**config.mk**
```make
export PLATFORM = sky130hd
export DESIGN_NAME = aspc_top
export DESIGN_NICKNAME = d
export VERILOG_FILES = /design/src/aspc_pkg.sv /design/src/aspc_baud_if.sv /design/src/aspc_baud_gen.sv /design/src/aspc_top.sv
export SDC_FILE = /design/constraint.sdc
export NUM_CORES = 1
export LEC_CHECK = 0
export BUFFER_PORTS_ARGS = -buffer_cell sky130_fd_sc_hd__buf_4
export CAP_MARGIN = 10
export CORE_ASPECT_RATIO = 0.9
export CORE_MARGIN = 1.5
export CORE_UTILIZATION = 42
export DETAILED_ROUTE_END_ITERATION = 8
export GPL_TIMING_DRIVEN = 0
export SYNTH_ARGS = -nofsm -noshare
export SYNTH_HDL_FRONTEND = slang
export SYNTH_SLANG_ARGS = --single-unit
```
**constraint.sdc**
```tcl
create_clock -name sys_clk -period 8.8 [get_ports sys_clk]
set_clock_uncertainty 0.1 [all_clocks]
set_input_delay 1.32 -clock sys_clk [delete_from_list [all_inputs] [get_ports sys_clk]]
set_output_delay 1.32 -clock sys_clk [all_outputs]
set_load 0.02 [all_outputs]
```
**src/aspc_pkg.sv**
```systemverilog
// Shared constants and types of the asynchronous serial port
package aspc_pkg;
  // Bus widths
  localparam int ADDR_W = 8;
  localparam int DATA_W = 8;
  localparam int BAUD_W = 13;
  // Register offsets
  localparam logic [7:0] OFF_BAUD_HI = 8'h18;
  localparam logic [7:0] OFF_BAUD_LO = 8'h19;
  localparam logic [7:0] OFF_CTRL1 = 8'h1A;
  localparam logic [7:0] OFF_STAT = 8'h1C;
  localparam logic [7:0] OFF_DATA = 8'h1D;
  localparam logic [7:0] OFF_CTRL3 = 8'h1E;
  localparam logic [7:0] OFF_ERRCLR = 8'h1F;
  // Reset values
  localparam logic [12:0] BAUD_RESET = 13'h0004;
  localparam logic [7:0] CTRL1_RESET = 8'h00;
  localparam logic [6:0] CTRL3_RESET = 7'h00;
  localparam logic [7:0] DATA_RESET = 8'h00;
  // First control register fields
  localparam int C1_TE = 7;
  localparam int C1_RE = 6;
  localparam int C1_M = 5;
  localparam int C1_PE = 4;
  localparam int C1_PT = 3;
  localparam int C1_LOOP_MODE_SELECT = 2;
  localparam int C1_RECEIVER_SOURCE_SELECT = 1;
  // Third control register fields (ninth rx bit sits on top at read)
  localparam int C3_TX9 = 6;
  localparam int C3_DIR = 5;
  localparam int C3_INV = 4;
  // Error flag layout, shared by status, enables and clear register
  localparam int ERR_OR = 3;
  localparam int ERR_NF = 2;
  localparam int ERR_FE = 1;
  localparam int ERR_PF = 0;
  // Baud prescale and oversampling
  localparam int PRESCALE = 4;
  localparam int PRE_W = 2;
  localparam logic [3:0] RT_FIRST = 4'h1;
  localparam logic [3:0] RT_LAST = 4'hF;
  localparam logic [3:0] RT_START_A = 4'h2;
  localparam logic [3:0] RT_START_B = 4'h4;
  localparam logic [3:0] RT_START_C = 4'h6;
  localparam logic [3:0] RT_SMP_A = 4'h7;
  localparam logic [3:0] RT_SMP_C = 4'h9;
  localparam logic [1:0] START_MIN_ZEROS = 2'h2;
  // Frame lengths in bit times
  localparam logic [3:0] FRAME8 = 4'hA;
  localparam logic [3:0] FRAME9 = 4'hB;
  // Transmit and receive sequencer states
  typedef enum logic [1:0] {
    ASPC_TX_IDLE = 2'h0,
    ASPC_TX_SHIFT = 2'h1
  } aspc_tx_state_t;
  typedef enum logic [1:0] {
    ASPC_RX_IDLE = 2'h0,
    ASPC_RX_START = 2'h1,
    ASPC_RX_DATA = 2'h3
  } aspc_rx_state_t;
endpackage

```
**src/aspc_baud_if.sv**
```systemverilog
// Link between the port core and its baud generator
`timescale 1ns/1ps
`default_nettype none
interface aspc_baud_if;
  logic [12:0] divisor;
  logic tick;
  modport gen (input divisor, output tick);
  modport user (output divisor, input tick);
endinterface
`default_nettype wire

```
**src/aspc_baud_gen.sv**
```systemverilog
// Shared baud generator: bus clock over four, then modulo divider
`timescale 1ns/1ps
`default_nettype none
module aspc_baud_gen (
  input wire logic sys_clk,
  input wire logic reset,
  aspc_baud_if.gen bif
);
  import aspc_pkg::*;

  typedef struct packed {
    logic [PRE_W-1:0] pre;
    logic [BAUD_W-1:0] cnt;
    logic tick;
  } aspc_baud_state_t;

  aspc_baud_state_t q;
  aspc_baud_state_t n;

  // Divide by four first, then count to the divisor
  always_comb begin
    n = q;
    n.tick = 1'b0;
    n.pre = q.pre + PRE_W'(1);
    if (q.pre == PRE_W'(PRESCALE - 1)) begin
      n.pre = '0;
      if (bif.divisor == '0) begin
        n.cnt = '0;
      end else if (q.cnt + BAUD_W'(1) >= bif.divisor) begin
        n.cnt = '0;
        n.tick = 1'b1;
      end else begin
        n.cnt = q.cnt + BAUD_W'(1);
      end
    end
  end

  // State register
  always_ff @(posedge sys_clk) begin
    if (reset) begin
      q <= '0;
    end else begin
      q <= n;
    end
  end

  assign bif.tick = q.tick;
endmodule
`default_nettype wire

```
**src/aspc_top.sv**
```systemverilog
// Serial port core: registers, transmitter, receiver, error interrupt
//
// The strobed register port is this design's own decision.
`timescale 1ns/1ps
`default_nettype none
module aspc_top (
  input wire logic sys_clk,
  input wire logic reset,
  input wire logic [aspc_pkg::ADDR_W-1:0] regAddr,
  input wire logic [aspc_pkg::DATA_W-1:0] regWrData,
  input wire logic regWrite,
  input wire logic regRead,
  output logic [aspc_pkg::DATA_W-1:0] regRdData,
  input wire logic rxPin,
  input wire logic txPinIn,
  output logic txPinOut,
  output logic txPinOe_n,
  output logic irq
);
  import aspc_pkg::*;

  typedef struct packed {
    logic [BAUD_W-1:0] baud;
    logic [7:0] ctrl1;
    logic [6:0] ctrl3;
    logic rx9;
    logic [7:0] rxBuf;
    logic [7:0] txBuf;
    logic tx9Buf;
    logic tdre;
    logic tc;
    logic rdrf;
    logic [3:0] err;
    logic stArm;
    aspc_tx_state_t txState;
    logic [3:0] txRt;
    logic [3:0] txBit;
    logic [10:0] txShift;
    aspc_rx_state_t rxState;
    logic [3:0] rxRt;
    logic [3:0] rxBit;
    logic [8:0] rxShift;
    logic [1:0] rxZero;
    logic [2:0] rxSmp;
    logic rxNoise;
    logic rxPrev;
    logic rxS1;
    logic rxS2;
    logic twS1;
    logic twS2;
    logic txLine;
    logic txPin;
    logic [7:0] rdData;
  } aspc_state_t;

  aspc_state_t q;
  aspc_state_t n;
  aspc_baud_if bif ();

  // Two-of-three vote
  function automatic logic vote3(input logic [2:0] s);
    vote3 = (s[0] & s[1]) | (s[0] & s[2]) | (s[1] & s[2]);
  endfunction

  // Even parity of the low bits, odd when the type bit is set
  function automatic logic parityOf(input logic [8:0] v, input logic odd);
    parityOf = (^v) ^ odd;
  endfunction

  // Shared baud tick for both directions
  aspc_baud_gen baudGen (
    .sys_clk(sys_clk),
    .reset(reset),
    .bif(bif)
  );
  assign bif.divisor = q.baud;

  // Next-state logic: bus first, then hardware sets, so sets win
  always_comb begin
    logic nine;
    logic singleWire;
    logic rxSrc;
    logic fall;
    logic bitVal;
    logic [3:0] frameLen;
    logic [7:0] txData;
    logic txNinth;
    logic [2:0] smpAll;
    logic dataWrite;
    nine = q.ctrl1[C1_M];
    singleWire = q.ctrl1[C1_LOOP_MODE_SELECT] & q.ctrl1[C1_RECEIVER_SOURCE_SELECT];
    rxSrc = 1'b1;
    fall = 1'b0;
    bitVal = 1'b0;
    frameLen = nine ? FRAME9 : FRAME8;
    txData = q.txBuf;
    txNinth = q.tx9Buf;
    smpAll = 3'h0;
    dataWrite = regWrite && (regAddr == OFF_DATA);
    n = q;
    n.rxS1 = rxPin;
    n.rxS2 = q.rxS1;
    n.twS1 = txPinIn;
    n.twS2 = q.twS1;
    n.rdData = '0;

    // Register reads and their side effects
    if (regRead) begin
      case (regAddr)
        OFF_BAUD_HI: n.rdData = {3'h0, q.baud[12:8]};
        OFF_BAUD_LO: n.rdData = q.baud[7:0];
        OFF_CTRL1: n.rdData = q.ctrl1;
        OFF_STAT: begin
          n.rdData = {q.tdre, q.tc, q.rdrf, q.rxState != ASPC_RX_IDLE, q.err};
          n.stArm = q.rdrf | (|q.err);
        end
        OFF_DATA: begin
          n.rdData = q.rxBuf;
          if (q.stArm) begin
            n.rdrf = 1'b0;
            n.err = '0;
          end
          n.stArm = 1'b0;
        end
        OFF_CTRL3: n.rdData = {q.rx9, q.ctrl3};
        default: n.rdData = '0;
      endcase
    end

    // Register writes
    if (regWrite) begin
      case (regAddr)
        OFF_BAUD_HI: n.baud[12:8] = regWrData[4:0];
        OFF_BAUD_LO: n.baud[7:0] = regWrData;
        OFF_CTRL1: n.ctrl1 = regWrData;
        OFF_DATA: begin
          n.txBuf = regWrData;
          n.tx9Buf = q.ctrl3[C3_TX9];
          n.tdre = 1'b0;
          n.tc = 1'b0;
        end
        OFF_CTRL3: n.ctrl3 = regWrData[6:0];
        OFF_ERRCLR: n.err = q.err & ~regWrData[3:0];
        default: n.ctrl1 = n.ctrl1;
      endcase
    end

    // Frame contents, parity replaces the top data bit
    if (q.ctrl1[C1_PE]) begin
      if (nine) begin
        txNinth = parityOf({1'b0, q.txBuf}, q.ctrl1[C1_PT]);
      end else begin
        txData[7] = parityOf({2'h0, q.txBuf[6:0]}, q.ctrl1[C1_PT]);
      end
    end

    // Transmitter, stepped by the shared tick
    if (bif.tick) begin
      case (q.txState)
        ASPC_TX_IDLE: begin
          if (q.ctrl1[C1_TE] && !q.tdre && !dataWrite) begin
            n.txShift = {1'b1, nine ? txNinth : 1'b1, txData, 1'b0};
            n.txState = ASPC_TX_SHIFT;
            n.txRt = '0;
            n.txBit = '0;
            n.tdre = 1'b1;
          end else if (q.tdre) begin
            n.tc = 1'b1;
          end
        end
        ASPC_TX_SHIFT: begin
          n.txRt = q.txRt + 4'h1;
          if (q.txRt == RT_LAST) begin
            n.txShift = {1'b1, q.txShift[10:1]};
            n.txBit = q.txBit + 4'h1;
            if (q.txBit == frameLen - 4'h1) begin
              n.txState = ASPC_TX_IDLE;
            end
          end
        end
        default: n.txState = ASPC_TX_IDLE;
      endcase
    end
    n.txLine = (n.txState == ASPC_TX_SHIFT) ? n.txShift[0] : 1'b1;
    n.txPin = n.txLine ^ n.ctrl3[C3_INV];

    // Receive source: pin, internal loop, or shared transmit pin
    if (q.ctrl1[C1_LOOP_MODE_SELECT]) begin
      rxSrc = q.ctrl1[C1_RECEIVER_SOURCE_SELECT] ? q.twS2 : q.txLine;
    end else begin
      rxSrc = q.rxS2;
    end

    // Receiver, independent of the transmitter
    if (!q.ctrl1[C1_RE]) begin
      n.rxState = ASPC_RX_IDLE;
      n.rxPrev = 1'b1;
    end else if (bif.tick) begin
      fall = q.rxPrev & ~rxSrc;
      n.rxPrev = rxSrc;
      n.rxRt = q.rxRt + 4'h1;
      case (q.rxState)
        ASPC_RX_IDLE: begin
          if (fall) begin
            n.rxState = ASPC_RX_START;
            n.rxRt = RT_FIRST;
            n.rxZero = '0;
            n.rxNoise = 1'b0;
          end
        end
        ASPC_RX_START: begin
          if (q.rxRt == RT_START_A || q.rxRt == RT_START_B || q.rxRt == RT_START_C) begin
            n.rxZero = q.rxZero + {1'b0, ~rxSrc};
          end
          if (q.rxRt == RT_START_C && n.rxZero < START_MIN_ZEROS) begin
            n.rxState = ASPC_RX_IDLE;
          end else if (q.rxRt == RT_LAST) begin
            n.rxState = ASPC_RX_DATA;
            n.rxBit = '0;
          end
        end
        ASPC_RX_DATA: begin
          if (q.rxRt >= RT_SMP_A && q.rxRt <= RT_SMP_C) begin
            n.rxSmp = {q.rxSmp[1:0], rxSrc};
          end
          if (q.rxRt == RT_SMP_C) begin
            smpAll = {q.rxSmp[1:0], rxSrc};
            bitVal = vote3(smpAll);
            n.rxNoise = q.rxNoise | ~((&smpAll) | ~(|smpAll));
            if (q.rxBit == frameLen - 4'h2) begin
              n.rxState = ASPC_RX_IDLE;
              if (n.rdrf) begin
                n.err[ERR_OR] = 1'b1;
              end else begin
                n.rdrf = 1'b1;
                n.rxBuf = nine ? q.rxShift[7:0] : q.rxShift[8:1];
                n.rx9 = nine & q.rxShift[8];
                n.err[ERR_NF] = n.err[ERR_NF] | n.rxNoise;
                n.err[ERR_FE] = n.err[ERR_FE] | ~bitVal;
                n.err[ERR_PF] = n.err[ERR_PF] | (q.ctrl1[C1_PE]
                  & parityOf(nine ? q.rxShift : {1'b0, q.rxShift[8:1]}, q.ctrl1[C1_PT]));
              end
            end else begin
              n.rxShift = {bitVal, q.rxShift[8:1]};
            end
          end
          // Bit boundary at RT16 or early on a falling edge
          if (fall && q.rxRt > RT_SMP_C) begin
            n.rxRt = RT_FIRST;
            n.rxBit = q.rxBit + 4'h1;
          end else if (q.rxRt == RT_LAST) begin
            n.rxBit = q.rxBit + 4'h1;
          end
        end
        default: n.rxState = ASPC_RX_IDLE;
      endcase
    end
  end

  // State register with defined reset values
  always_ff @(posedge sys_clk) begin
    if (reset) begin
      q <= '0;
      q.baud <= BAUD_RESET;
      q.ctrl1 <= CTRL1_RESET;
      q.ctrl3 <= CTRL3_RESET;
      q.rxBuf <= DATA_RESET;
      q.txBuf <= DATA_RESET;
      q.tdre <= 1'b1;
      q.tc <= 1'b1;
      q.txState <= ASPC_TX_IDLE;
      q.rxState <= ASPC_RX_IDLE;
      q.rxPrev <= 1'b1;
      q.rxS1 <= 1'b1;
      q.rxS2 <= 1'b1;
      q.twS1 <= 1'b1;
      q.twS2 <= 1'b1;
      q.txLine <= 1'b1;
      q.txPin <= 1'b1;
    end else begin
      q <= n;
    end
  end

  // Outputs
  assign regRdData = q.rdData;
  assign txPinOut = q.txPin;
  // Released only in single-wire mode with direction 0
  assign txPinOe_n = (q.ctrl1[C1_LOOP_MODE_SELECT] & q.ctrl1[C1_RECEIVER_SOURCE_SELECT]) ? ~q.ctrl3[C3_DIR] : 1'b0;
  // Level request while any enabled error flag stands
  assign irq = |(q.err & q.ctrl3[3:0]);
endmodule
`default_nettype wire

```
==> results.json <==
{
  "cts_sinks": 130,
  "drtIter0Drc": 420,
  "ir_worst_vdd_uv": 134.4,
  "post-route-util_pct": 49.91,
  "die_area_um2": 16650,
  "slowest_delay_ns": 0.43,
  "critical-path-top-delay-family": "simple AND/OR/NAND/NOR gates",
  "cp.required_ns": 9.06,
  "crit_buf_inv": 3,
  "antenna_found_initial": 0,
  "post-place-ws_ns": 5.089,
  "seqPwrFrac_pct": 44.7,
  "grt_pass1_vias": 5411,
  "ant_nets": 0,
  "fill_cells": 1508,
  "root_buffer": "clkbuf_16",
  "cts_resized": 0,
  "track_usage_pct": 22.48,
  "hp-start": "n[10]$_SDFF_PP1_",
  "start_kind": "register",
  "critPathCaptureType": "register",
  "layout_setup_ws_ns": 5.038,
  "cts_tree": "yes",
  "rows": 43,
  "core_um2": 15490,
  "vias_per_cell": 5.540,
  "die-width_um": 135.8,
  "fp.dieH_um": 122.6,
  "worst_hold_path.endpoint": "q[10]$_SDFF_PP1_",
  "path_cells": "and3_1 > and3_1 > clkbuf_1 > nand3_1 > nor2_1 > xor2_1 > ha_1 > a41oi_1 > o21ai_0 > or2_2 > clkbuf_1 > nor2_1 > clkbuf_1 > a221o_1",
  "combPwrFrac_pct": 3.8,
  "setup-violations-final": 0,
  "rsz0062_at_grt": "no",
  "worst_pin_slew_ns": 0.9284,
  "final_cell_mix": "130 x dfxtp_1, 113 x nor2_1, 56 x mux2i_1, 52 x nand2_1, 46 x a21oi_1",
  "fin_crit_ns": 3.762,
  "cts.hold.buffers_added": 0,
  "dpl.cell_count": 1005,
  "hpwl_mm": 13.32,
  "syn_inst": 772,
  "cts_buffer_depth": 2,
  "fmax_ghz": 0.2658,
  "p_leak_nw": 2.970,
  "total_power_mw": 1.326,
  "r2r_cells": 14,
  "htreeDepth": 4,
  "seqCellArea_um2": 2603,
  "maxCapViolCount": 0,
  "whs_path_depth": 1,
  "power_per_cell_area_nw_per_um2": 171.5,
  "syn_area_per_cell_um2": 8.640,
  "clk_pin_slew_ns": 0.06,
  "grt-ovfl-total": 0,
  "switching_share_pct": 22.18,
  "io_pins": 33,
  "report.final.slew_viol_count": 0,
  "insertion_delay_ns": 0.42,
  "wl_mm": 17.68,
  "critPathMostFrequentCell": "clkbuf_1",
  "ys.flop_type": "dfxtp_1",
  "intPower_mw": 1.032,
  "gp_congestion": 0.9263,
  "synth_area_um2": 6670,
  "area_growth_syn_to_layout_pct": 15.94,
  "path_class": "reg2reg",
  "r2r-start": "baudGen.q[3]$_SDFFE_PP0P_",
  "regToRegSetupSlack_ns": 5.04,
  "slowest_stage": "dfxtp_1",
  "diodes": 0,
  "layout_commonest_cell": "dfxtp_1",
  "drive_above_1_share_pct": 11.98,
  "portBuffers": 31,
  "ys_ff_latch": 130,
  "initial_core_util_pct": 43.05,
  "final_cells": 1037,
  "first_pass_iters": 5,
  "cts_setup_buffers": 0,
  "synthArstFlopShare_pct": 0,
  "hp-class": "reg2reg",
  "worstPathArrival_ns": 4.02,
  "synth_edf_count": 0,
  "hold_viol_final": 0,
  "drc": 0,
  "reg2reg_to": "baudGen.q[11]$_SDFFE_PP0P_",
  "syn-num-nets": 821,
  "status": "complete, no violations",
  "path_max_fanout": 10,
  "multi_input_area_um2": 3725,
  "ys_seq_area_share_pct": 39.02,
  "ys.warnings.count": 0,
  "dr_total_vias": 5745,
  "relSlewSlack_pct": 37.59,
  "grt_max_degree": 17,
  "p_switching_mw": 0.2942,
  "power.share.clock_pct": 51.4,
  "yosys.cell_types.count": 62,
  "grt_pass1_wl_mm": 28.39,
  "drt-wirelength-per-cell_um": 17.05,
  "cts_buffers": 17,
  "tns_ns": 0,
  "min_period_over_period_pct": 42.75,
  "fin_nets": 871
}
## sequential cells by signal, summed over array words and instances, names as in the netlist
register          count
q                    90
baudGen.q            15
bif.divisor          13
regRdData             8
n                     2
baudGen.bif.tick      1
txPinOut              1
## stage by stage
step / cell area [um2] / hold WS, ns
after global routing: 7734 / 0.3269
after CTS: 7734 / 0.3106
final: 7734 / 0.3111
after floorplan: 6670 / 0.2895
after global placement: 7156 / 0.2934
after detailed placement: 7156 / 0.2974
## power groups by stage
stage | Clock (mW) | Sequential (mW) | Combinational [mW]
floorplan | 0 | 0.605 | 0.0256
global placement | 0 | 0.606 | 0.0493
detailed placement | 0 | 0.606 | 0.0503
CTS | 0.693 | 0.593 | 0.0504
global route | 0.725 | 0.593 | 0.0551
finish | 0.682 | 0.593 | 0.0508
## cell type report
class                           instances  area share, %
Inverter                               28          1.359
Timing Repair Buffer                   31          3.009
Multi-Input combinational cell        564          48.16
Tap cell                              202          3.268
Buffer                                 50          3.074
Sequential cell                       130          33.65
Clock buffer                           24          6.488
Clock inverter                          8         0.9869
## worst register-to-register path, delay by kind of cell, from the launching register on
kind	cells	cell delay (ns)
buffers and inverters	3	0.84
DFF	1	0.43
and+or+nand+nor	6	1.31
AOI/OAI and AO/OA	3	0.53
adders and majority gates	1	0.30
xor gates and xnor gates	1	0.23
## synth_stat cells (13+ instances only)
master | count | share of area [%]
a21oi_1 | 46 | 3.5
clkbuf_1 | 32 | 1.8
dfxtp_1 | 130 | 39
ha_1 | 27 | 5.1
inv_1 | 28 | 1.6
mux2i_1 | 56 | 8.4
nand2_1 | 52 | 2.9
nand2b_1 | 13 | 1.2
nand3_1 | 30 | 2.3
nor2_1 | 113 | 6.4
nor3_1 | 17 | 1.3
o21ai_0 | 23 | 1.7
xnor2_1 | 26 | 3.4
## kinds of logic (layout without fill, tap and decap cells)
kind of cell / count (synthesis) / after routing / synth area share [%]
AOI/OAI and AO/OA: 145 / 145 / 15.04
xor gates and xnor gates: 38 / 38 / 4.990
adders and majority gates: 27 / 27 / 5.065
buffers and inverters: 78 / 141 / 5.140
DFF: 130 / 130 / 39.02
muxes: 60 / 60 / 9.079
and+or+nand+nor: 294 / 294 / 21.67
## worst max-delay path by stage
stage                                    from  cells after the start  slack [ns]                          to
global placement    baudGen.q[3]$_SDFFE_PP0P_                     14        5.24  baudGen.q[11]$_SDFFE_PP0P_
detailed placement  baudGen.q[3]$_SDFFE_PP0P_                     14        5.09  baudGen.q[11]$_SDFFE_PP0P_
CTS                 baudGen.q[3]$_SDFFE_PP0P_                     14        5.04  baudGen.q[11]$_SDFFE_PP0P_
floorplan                          regAddr[5]                      7        5.68          q[78]$_SDFFE_PP0P_
finish              baudGen.q[3]$_SDFFE_PP0P_                     14        5.04  baudGen.q[11]$_SDFFE_PP0P_
global route        baudGen.q[3]$_SDFFE_PP0P_                     14        4.66   baudGen.q[4]$_SDFFE_PP0P_
## routing by layer
layer  global-route usage, %  vias to the layer above  wire length [um]
li1                        -                     2826                 -
met1                   32.10                     2719              8673
met2                   34.07                      178              7635
met3                   4.957                       22              1157
met4                   6.048                        0               217
met5                       0                        -                 0
(Power assumes the default switching activity.)
